<file path="src/hdl/aicd_map.vh">
// Constants of the per-axis immediate command decoder: bus offsets, command codes,
// error codes and range limits. Assumes word 0 byte 0 is the code, byte 1 the sub-code.
`ifndef AICD_MAP_VH
`define AICD_MAP_VH
// ==========================================================
// Register offsets (word index on the plain port)
`define AICD_OFS_WORD0    4'h0
`define AICD_OFS_WORD1    4'h1
`define AICD_OFS_WORD2    4'h2
`define AICD_OFS_SCAN     4'h3
`define AICD_OFS_STATUS   4'h4
`define AICD_OFS_ERROR    4'h5
`define AICD_OFS_RATE     4'h6
`define AICD_OFS_ANALOG   4'h7
// ==========================================================
// Command codes
`define AICD_CMD_NULL     8'h00
`define AICD_CMD_RATE     8'h20
`define AICD_CMD_INCR     8'h21
`define AICD_CMD_MOVEVEL  8'h22
`define AICD_CMD_SETPOS   8'h23
`define AICD_CMD_FORCEAO  8'h24
`define AICD_CMD_INCRUPD  8'h25
`define AICD_CMD_SRVVEL   8'h34
`define AICD_CMD_RET1     8'h40
`define AICD_CMD_RET2     8'h41
`define AICD_CMD_MAKEUP   8'h42
`define AICD_CMD_VELREG   8'h46
`define AICD_CMD_AOSEL    8'h47
`define AICD_CMD_CFGCLR   8'h49
`define AICD_CMD_PARAM    8'h50
`define AICD_SUB_KP       8'h07
`define AICD_SUB_KI       8'h08
// ==========================================================
// Axis modes
`define AICD_MODE_DIGITAL 2'h0
`define AICD_MODE_ANAVEL  2'h1
`define AICD_MODE_ANATRQ  2'h2
// ==========================================================
// Error codes
`define AICD_ERR_NONE     8'h00
`define AICD_ERR_ENCREF   8'h53
`define AICD_ERR_RANGE    8'h60
`define AICD_ERR_BUSY     8'h61
`define AICD_ERR_MODE     8'h62
`define AICD_ERR_LIMIT    8'h63
// ==========================================================
// Limits and reset values
`define AICD_SRVVEL_MAX   16'h0FFF
`define AICD_MAKEUP_MIN   16'h000A
`define AICD_MAKEUP_MAX   16'h7D00
`define AICD_AOUT_MAX     16'h7D00
`define AICD_SETPOS_VMAX  32'h00000064
`define AICD_RATE_RESET   8'h64
`define AICD_RATE_MAX     8'h78
`endif

</file>
<file path="src/hdl/aicd_decoder.v">
// Immediate command decoder and executor for one axis of a motion controller.
// Assumes the host writes three command words and then strobes the scan offset
// once per scan; axis status inputs are synchronous to core_clk.
`include "aicd_map.vh"

// What this block does
// Code 34h forces servo velocity, +-4095 RPM; analog velocity mode clears the force instead.
// Codes 40h/41h select return data slots.
// Code 42h sets make-up time, 0 or 10-32000.
// Code 46h sub 07/08 sets speed gains, torque mode only.
// Code 47h routes analog output, digital only.
// Code 49h clears new-configuration indication.
// Code 50h loads numbered parameter data.
// Host writes only 00 or FFh sign bytes.
// Host keeps null command when idle.
// Rate override persists, affects programmed velocity only.
// Rate override returns to 100% on start; a valid rate command scanned in the same cycle wins.
// Increment without update keeps positions unchanged.
// Velocity move uses jog acceleration, wraps position.
// Servo set position adds position error.
// Set position refused moving, active, or fast.
// Limit error; success sets position valid.
// Auxiliary set position changes commanded only.
// Unreferenced absolute encoder: ignore, error 53h.
// Forced analog output spans +-32000.
// Forced analog unavailable in torque mode.
// Force holds while present and drive enabled.
// Any other command cancels forced analog.
module aicd_decoder (
  // Clock and reset
  input  wire        core_clk,
  input  wire        rst_n,
  // Register port
  input  wire [3:0]  bus_addr,
  input  wire [15:0] bus_wdata,
  input  wire        bus_wr,
  input  wire        bus_rd,
  output reg  [15:0] bus_rdata,
  // Axis configuration and status
  input  wire [1:0]  axis_mode,
  input  wire        aux_axis,
  input  wire        servo_on,
  input  wire        drive_enable,
  input  wire        moving,
  input  wire        prog_active,
  input  wire        in_zone,
  input  wire        prog_start,
  input  wire        enc_unref,
  input  wire [31:0] act_vel_abs,
  input  wire [31:0] pos_err,
  input  wire [31:0] travel_hi,
  input  wire [31:0] travel_lo,
  input  wire [31:0] count_hi,
  input  wire [31:0] count_lo,
  input  wire [15:0] pos_delta,
  // Loop settings
  output reg  [7:0]  rate_override_ff,
  output reg  [15:0] servo_vel_ff,
  output reg         servo_vel_force_ff,
  output reg  [7:0]  ret1_mode_ff,
  output reg  [15:0] ret1_offset_ff,
  output reg  [7:0]  ret2_mode_ff,
  output reg  [15:0] ret2_offset_ff,
  output reg  [15:0] makeup_time_ff,
  output reg  [14:0] speed_loop_prop_gain,
  output reg  [14:0] speed_loop_integral_gain,
  output reg  [7:0]  aout_axis_ff,
  output reg  [7:0]  aout_mode_ff,
  // One-cycle actions
  output reg         cfg_new_clear_ff,
  output reg         param_load_ff,
  output reg  [7:0]  param_num_ff,
  output reg  [31:0] param_data_ff,
  output reg         incr_pulse_ff,
  output reg  [7:0]  incr_value_ff,
  // Motion and positions
  output reg         vel_move_ff,
  output reg  [31:0] vel_move_speed_ff,
  output reg  [31:0] actual_pos_ff,
  output reg  [31:0] cmd_pos_ff,
  output reg         pos_valid_ff,
  // Errors and analog output
  output reg         error_ff,
  output reg  [7:0]  error_code_ff,
  output reg  [15:0] analog_out_ff,
  output reg         analog_on_ff
);

  // ==========================================================
  // Command words
  reg  [15:0] word0_ff;
  reg  [15:0] word1_ff;
  reg  [15:0] word2_ff;
  reg         force_ff;
  reg  [15:0] force_val_ff;

  wire        scan     = bus_wr && (bus_addr == `AICD_OFS_SCAN);
  wire [7:0]  code     = word0_ff[7:0];
  wire [7:0]  sub      = word0_ff[15:8];
  wire [15:0] d23      = word1_ff;
  wire [31:0] d25      = {word2_ff, word1_ff};
  wire        sign_ok  = (word1_ff[15:8] == 8'h00) || (word1_ff[15:8] == 8'hFF);
  wire        torque   = (axis_mode == `AICD_MODE_ANATRQ);

  // ==========================================================
  // Range checks
  wire signed [15:0] s23 = d23;
  wire        srvvel_ok = (s23 <= $signed(`AICD_SRVVEL_MAX)) && (s23 >= -$signed(`AICD_SRVVEL_MAX));
  wire        makeup_ok = (d23 == 16'h0000) || ((d23 >= `AICD_MAKEUP_MIN) && (d23 <= `AICD_MAKEUP_MAX));
  wire        aout_ok   = (s23 <= $signed(`AICD_AOUT_MAX)) && (s23 >= -$signed(`AICD_AOUT_MAX));
  wire        in_travel = ($signed(d25) <= $signed(travel_hi)) && ($signed(d25) >= $signed(travel_lo));
  wire        in_count  = ($signed(d25) <= $signed(count_hi)) && ($signed(d25) >= $signed(count_lo));
  wire        sp_busy   = moving || prog_active || (!in_zone && (act_vel_abs > `AICD_SETPOS_VMAX));

  // ==========================================================
  // Position tracking with roll-over during velocity moves
  wire [31:0] span      = travel_hi - travel_lo + 32'h00000001;
  wire [31:0] sum_pos   = actual_pos_ff + {{16{pos_delta[15]}}, pos_delta};
  reg  [31:0] nxt_actual;

  always @* begin
    nxt_actual = sum_pos;
    if (vel_move_ff && !aux_axis) begin
      if ($signed(sum_pos) > $signed(travel_hi))
        nxt_actual = sum_pos - span;
      else if ($signed(sum_pos) < $signed(travel_lo))
        nxt_actual = sum_pos + span;
    end
    // Auxiliary axis: actual position belongs to its own encoder
    if (aux_axis)
      nxt_actual = actual_pos_ff;
  end

  // ==========================================================
  // Decode and execute
  always @(posedge core_clk) begin
    if (!rst_n) begin
      word0_ff                 <= 16'h0000;
      word1_ff                 <= 16'h0000;
      word2_ff                 <= 16'h0000;
      bus_rdata                <= 16'h0000;
      rate_override_ff         <= `AICD_RATE_RESET;
      servo_vel_ff             <= 16'h0000;
      servo_vel_force_ff       <= 1'b0;
      ret1_mode_ff             <= 8'h00;
      ret1_offset_ff           <= 16'h0000;
      ret2_mode_ff             <= 8'h00;
      ret2_offset_ff           <= 16'h0000;
      makeup_time_ff           <= 16'h0000;
      speed_loop_prop_gain     <= 15'h0000;
      speed_loop_integral_gain <= 15'h0000;
      aout_axis_ff             <= 8'h00;
      aout_mode_ff             <= 8'h00;
      cfg_new_clear_ff         <= 1'b0;
      param_load_ff            <= 1'b0;
      param_num_ff             <= 8'h00;
      param_data_ff            <= 32'h00000000;
      incr_pulse_ff            <= 1'b0;
      incr_value_ff            <= 8'h00;
      vel_move_ff              <= 1'b0;
      vel_move_speed_ff        <= 32'h00000000;
      actual_pos_ff            <= 32'h00000000;
      cmd_pos_ff               <= 32'h00000000;
      pos_valid_ff             <= 1'b0;
      error_ff                 <= 1'b0;
      error_code_ff            <= `AICD_ERR_NONE;
      force_ff                 <= 1'b0;
      force_val_ff             <= 16'h0000;
      analog_out_ff            <= 16'h0000;
      analog_on_ff             <= 1'b0;
    end else begin
      cfg_new_clear_ff <= 1'b0;
      param_load_ff    <= 1'b0;
      incr_pulse_ff    <= 1'b0;
      actual_pos_ff    <= nxt_actual;

      // Register port
      if (bus_wr) begin
        case (bus_addr)
          `AICD_OFS_WORD0: word0_ff <= bus_wdata;
          `AICD_OFS_WORD1: word1_ff <= bus_wdata;
          `AICD_OFS_WORD2: word2_ff <= bus_wdata;
          // A scan write never shares a cycle with an error clear
          `AICD_OFS_ERROR: begin
            error_ff      <= 1'b0;
            error_code_ff <= `AICD_ERR_NONE;
          end
          default: ;
        endcase
      end
      if (bus_rd) begin
        case (bus_addr)
          `AICD_OFS_WORD0:  bus_rdata <= word0_ff;
          `AICD_OFS_WORD1:  bus_rdata <= word1_ff;
          `AICD_OFS_WORD2:  bus_rdata <= word2_ff;
          `AICD_OFS_STATUS: bus_rdata <= {11'h000, servo_vel_force_ff, analog_on_ff,
                                          vel_move_ff, pos_valid_ff, error_ff};
          `AICD_OFS_ERROR:  bus_rdata <= {8'h00, error_code_ff};
          `AICD_OFS_RATE:   bus_rdata <= {8'h00, rate_override_ff};
          `AICD_OFS_ANALOG: bus_rdata <= analog_out_ff;
          default:          bus_rdata <= 16'h0000;
        endcase
      end else begin
        // Read data stand for one cycle only
        bus_rdata <= 16'h0000;
      end

      if (prog_start)
        rate_override_ff <= `AICD_RATE_RESET;

      // Latched words execute once per scan strobe; a held code repeats each scan
      if (scan) begin
        if (code != `AICD_CMD_FORCEAO)
          force_ff <= 1'b0;
        if (code != `AICD_CMD_NULL && code != `AICD_CMD_MOVEVEL)
          vel_move_ff <= 1'b0;
        case (code)
          `AICD_CMD_NULL: ;
          `AICD_CMD_RATE: begin
            if (d23[7:0] <= `AICD_RATE_MAX)
              rate_override_ff <= d23[7:0];
            else begin
              error_ff      <= 1'b1;
              error_code_ff <= `AICD_ERR_RANGE;
            end
          end
          `AICD_CMD_INCR, `AICD_CMD_INCRUPD: begin
            if (sign_ok) begin
              incr_pulse_ff <= servo_on;
              incr_value_ff <= d23[7:0];
              if (code == `AICD_CMD_INCRUPD) begin
                actual_pos_ff <= nxt_actual + {{24{d23[7]}}, d23[7:0]};
                cmd_pos_ff    <= cmd_pos_ff + {{24{d23[7]}}, d23[7:0]};
              end
            end else begin
              error_ff      <= 1'b1;
              error_code_ff <= `AICD_ERR_RANGE;
            end
          end
          `AICD_CMD_MOVEVEL: begin
            vel_move_ff       <= 1'b1;
            vel_move_speed_ff <= d25;
          end
          `AICD_CMD_SETPOS: begin
            if (enc_unref && !aux_axis) begin
              error_ff      <= 1'b1;
              error_code_ff <= `AICD_ERR_ENCREF;
            end else if (moving || prog_active || (!aux_axis && sp_busy)) begin
              error_ff      <= 1'b1;
              error_code_ff <= `AICD_ERR_BUSY;
            end else if (!in_travel || (!aux_axis && !in_count)) begin
              error_ff      <= 1'b1;
              error_code_ff <= `AICD_ERR_LIMIT;
            end else begin
              pos_valid_ff <= 1'b1;
              if (aux_axis)
                cmd_pos_ff <= d25;
              else begin
                actual_pos_ff <= d25;
                cmd_pos_ff    <= d25 + pos_err;
              end
            end
          end
          `AICD_CMD_FORCEAO: begin
            if (torque) begin
              error_ff      <= 1'b1;
              error_code_ff <= `AICD_ERR_MODE;
            end else if (aout_ok) begin
              force_ff     <= 1'b1;
              force_val_ff <= d23;
            end else begin
              force_ff      <= 1'b0;
              error_ff      <= 1'b1;
              error_code_ff <= `AICD_ERR_RANGE;
            end
          end
          `AICD_CMD_SRVVEL: begin
            if (axis_mode == `AICD_MODE_ANAVEL)
              servo_vel_force_ff <= 1'b0;
            else if (srvvel_ok) begin
              servo_vel_force_ff <= 1'b1;
              servo_vel_ff       <= d23;
            end else begin
              error_ff      <= 1'b1;
              error_code_ff <= `AICD_ERR_RANGE;
            end
          end
          `AICD_CMD_RET1: begin
            ret1_mode_ff   <= sub;
            ret1_offset_ff <= d23;
          end
          `AICD_CMD_RET2: begin
            ret2_mode_ff   <= sub;
            ret2_offset_ff <= d23;
          end
          `AICD_CMD_MAKEUP: begin
            if (makeup_ok)
              makeup_time_ff <= d23;
            else begin
              error_ff      <= 1'b1;
              error_code_ff <= `AICD_ERR_RANGE;
            end
          end
          `AICD_CMD_VELREG: begin
            if (!torque || d23[15] || (sub != `AICD_SUB_KP && sub != `AICD_SUB_KI)) begin
              error_ff      <= 1'b1;
              error_code_ff <= torque ? `AICD_ERR_RANGE : `AICD_ERR_MODE;
            end else if (sub == `AICD_SUB_KP)
              speed_loop_prop_gain <= d23[14:0];
            else
              speed_loop_integral_gain <= d23[14:0];
          end
          `AICD_CMD_AOSEL: begin
            if (axis_mode == `AICD_MODE_DIGITAL) begin
              aout_axis_ff <= sub;
              aout_mode_ff <= d23[7:0];
            end else begin
              error_ff      <= 1'b1;
              error_code_ff <= `AICD_ERR_MODE;
            end
          end
          `AICD_CMD_CFGCLR: cfg_new_clear_ff <= 1'b1;
          `AICD_CMD_PARAM: begin
            param_load_ff <= 1'b1;
            param_num_ff  <= sub;
            param_data_ff <= d25;
          end
          default: ;
        endcase
      end

      // Forced output drives only with drive enable on
      if (force_ff && drive_enable && !torque) begin
        analog_out_ff <= force_val_ff;
        analog_on_ff  <= 1'b1;
      end else begin
        analog_out_ff <= 16'h0000;
        analog_on_ff  <= 1'b0;
      end
    end
  end

endmodule // aicd_decoder

</file>
<file path="config.mk">
export PLATFORM = sky130hd
export DESIGN_NAME = aicd_decoder
export DESIGN_NICKNAME = d
export VERILOG_FILES = /design/src/hdl/aicd_decoder.v
export VERILOG_INCLUDE_DIRS = /design/src /design/src/hdl
export SDC_FILE = /design/constraint.sdc
export NUM_CORES = 2
export LEC_CHECK = 0
export CAP_MARGIN = 20
export CORE_MARGIN = 5
export CORE_UTILIZATION = 54
export CTS_CLUSTER_DIAMETER = 80
export DETAILED_ROUTE_END_ITERATION = 7
export DONT_BUFFER_PORTS = 1
export PLACE_DENSITY = 0.79
export SETUP_SLACK_MARGIN = 0.5
export SYNTH_ARGS = -nofsm -noshare
export SYNTH_HDL_FRONTEND = slang
export SYNTH_SLANG_ARGS = --single-unit
</file>
<file path="constraint.sdc">
create_clock -name core_clk -period 10.8 [get_ports core_clk]
set_clock_uncertainty 0.05 [all_clocks]
set_input_delay 3.24 -clock core_clk [delete_from_list [all_inputs] [get_ports core_clk]]
set_output_delay 3.24 -clock core_clk [all_outputs]
set_load 0.01 [all_outputs]
</file>
==> results.cfg <==
[critical_path]
cp_data_required_time_ns = 11.25
reg2reg_to = actual_pos_ff[30]
path_max_fanout = 10
cp_slowest_cell = or4_4
arrival_ns = 10.65
endpoint_kind = flip-flop
worstSetupPathType = in -> reg
r2r-start = actual_pos_ff[0]
cp-start-kind = input pin
slowest_delay_ns = 0.51
r2r_cells = 41
r2r_setup_slack_ns = 2.67

[hold_path]
hp-class = reg -> reg
hp-start = force_val_ff[14]
min_path_cells = 2
min_to = force_val_ff[14]

[yosys]
async_flop_share_pct = 0
yosysWarnings = 0
synth-seq-cells = 391
synth_fa_ha_area_share_pct = 17.5
synth_top_area_share_pct = 24.0
synth_nets = 5093
synthFlopType = dfxtp_1
synthTopCellsByArea = dfxtp_1 24%, ha_1 17%, nand2_1 8.8%, a21oi_1 8.8%, o21ai_0 3.3%
syn-cell-area_um2 = 32600
syn_area_per_cell_um2 = 7.41
synth_top_family_by_area = compound AO/OA/AOI/OAI gates
ys_types = 89
synthSimpleGateAreaFrac_pct = 20.7
synth_xor_area_share_pct = 4.08
ys_seq_area_share_pct = 24.0
synthCells = 4399
muxShareOfSynthArea_pct = 1.60
synth_top_cell_by_area = dfxtp_1
synth_edf_count = 0
synth-compound-area-share_pct = 26.7

[timing]
fin_crit_sh_pct = 94.5
tightest_slew_ns = 1.25
setup_violations = 0
hold_viol = 0
rsz0062_at_grt = true
period_needed_ns = 10.20
hold-worst-slack_ns = 0.400
relSlewSlack_pct = 15.8
fmax_mhz = 98.0
fin_setup_tns_ns = 0
maxSlewViolCount = 0

[clock_network]
clockBufferDepth = 3
cts_hold_buf = 0
cts_buffers = 42
cts-root-buf = clkbuf_16
clkTransAtPathRegs_ns = 0.07
clkSinkCount = 391
h-tree-depth = 2
tritoncts = built
clock_latency_ns = 0.60

[place]
place_inst = 5252
gp_congestion = 1.04
port_buffers = 0
dp_hpwl_mm = 104

[floorplanning]
io_pins = 568
die_h_um = 256
initial_utilization_pct = 54.2
core-area_um2 = 60100
rows = 90
dieArea_um2 = 65400
fp.dieW_um = 256

[global_route]
grt_usage_pct = 39.6
antenna_found_initial = 9
grt_start_max_net_pins = 142
grt.overflow.total = 0
grt_pass1_vias = 32700
grt_pass1_wl_mm = 203

[route]
vias = 35400
viasPerCell = 6.59
wirelength_mm = 140
wl_per_cell_um = 26.1
first_pass_iters = 7
drcViolationCount = 0
drt_iter0_drc = 4145
drtAntennaViolNets = 0

[final_layout]
final_util_pct = 62.6
final_common_cell = nand2_1
stdcell_count = 5371
drive_gt1_share_pct = 13.0
fin_nets = 5242
final_cell_mix = 766 x nand2_1, 558 x a21oi_1, 434 x ha_1
syn2layout_area_growth_pct = 15.4
fillers = 5299

[power]
swShare_pct = 40.4
clkPwrFrac_pct = 26.0
intPower_mw = 3.53
pwr-share-comb_pct = 48.4
p_per_area_nw_per_um2 = 157
pwr-share-seq_pct = 25.6
p_switching_mw = 2.39
finalPower_mw = 5.92
ir_drop_uv = 129
p_leak_nw = 16.3

[flow_run]
maxCapViolCount = 0

[outcome]
status = finished clean
-- worst max-delay path by stage --
stage                            start           endpoint  slack, ns  cells after the start
after global routing      pos_delta[0]  actual_pos_ff[28]       0.27                     39
after floorplan           pos_delta[0]  actual_pos_ff[30]       0.53                     35
after CTS                 pos_delta[3]  actual_pos_ff[30]       0.51                     36
after detailed placement  pos_delta[3]  actual_pos_ff[30]      -0.36                     35
after global placement    pos_delta[0]  actual_pos_ff[30]      -0.28                     36
final                     pos_delta[0]  actual_pos_ff[30]       0.60                     41
-- power by group through the flow --
stage / registers [mW] / clock network, mW / logic [mW]
floorplan: 1.52 / 0 / 1.66
global placement: 1.54 / 0 / 2.54
detailed placement: 1.54 / 0 / 2.53
CTS: 1.51 / 1.53 / 2.58
global route: 1.52 / 1.60 / 3.08
finish: 1.52 / 1.54 / 2.87
-- layout make-up --
class                           count  area, µm²  share of cell area (%)
Antenna cell                        7       17.5                  0.0466
Clock buffer                       48       1120                    2.99
Clock inverter                     30        349                   0.928
Inverter                          249        942                    2.50
Multi-Input combinational cell   3547      23900                    63.5
Sequential cell                   391       7850                    20.9
Tap cell                          782        978                    2.60
Timing Repair Buffer              317       2470                    6.57
-- worst max-delay path, delay by kind of cell --
family / cells / cell delay [ns]
AOI/OAI and AO/OA: 19 / 3.45
xor gates and xnor gates: 2 / 0.23
adders and majority gates: 4 / 1.07
buffers and inverters: 6 / 0.97
and+or+nand+nor: 10 / 1.68
-- state kept, by name, summed over array words and instances, names as in the netlist, 15 cells and up --
register and flops:
speed_loop_integral_gain 15, param_data_ff 32, cmd_pos_ff 32, force_val_ff 16, vel_move_speed_ff 32, bus_rdata 16
word0_ff 16, word2_ff 16, d23 16, ret1_offset_ff 16, actual_pos_ff 32, analog_out_ff 16
makeup_time_ff 16, servo_vel_ff 16, ret2_offset_ff 16, speed_loop_prop_gain 15
-- through the flow --
step | area, µm² | setup WS [ns]
final | 37600 | 0.598
after global routing | 37600 | 0.274
after CTS | 36600 | 0.512
after detailed placement | 35000 | -0.364
after global placement | 35000 | -0.279
after floorplan | 32600 | 0.531
-- kinds of logic (layout without fill, tap and decap cells) --
kind of cell | count (synthesis) | after routing
AO/OA/AOI/OAI | 1395 | 1395
XOR/XNOR | 152 | 152
adder cells (fa/ha/maj) | 452 | 452
buffers and inverters | 462 | 644
flip-flops | 391 | 391
multiplexers | 49 | 49
other | 0 | 7
AND/OR/NAND/NOR | 1498 | 1499
-- layer usage --
metal,up-vias,track usage [%],wire length (µm)
met2,2219,62.4,61400
met1,16500,46.6,49400
li1,16100,-,-
met4,8,23.1,9910
met3,560,14.3,19600
met5,-,0,66
-- synthesized netlist by cell type, types with 9 or more instances --
library cell and instances:
nand2_1 769, a21oi_1 572, ha_1 445, dfxtp_1 391
nor2_1 261, inv_1 248, o21ai_0 217, clkbuf_1 190
a21o_1 120, xnor2_1 97, nand3_1 84, nor3_1 66
o211ai_1 58, xor2_1 55, nand4_1 52, nand2b_1 49
a211oi_1 47, nor2b_1 41, o21bai_1 41, and2_1 40
a22oi_1 39, a31oi_1 39, mux2i_1 34, o21a_1 32
nor4_1 27, or3_1 24, and3_1 21, o31ai_1 21
o221ai_1 19, o22ai_1 19, a221oi_1 17, a221o_1 14
mux2_2 14, or2_2 13, a2111oi_0 12, a21boi_0 11
buf_2 11, and4_1 10, o2111ai_1 10, a311oi_1 9
or4_1 9
-- repair_timing --
item	CTS	global route
gates cloned	0	1
gates resized for setup	25	157
setup endpoints to repair	8	15
buffers inserted	3	21
pin swaps	9	78
Power figures use the tool's default switching activity.
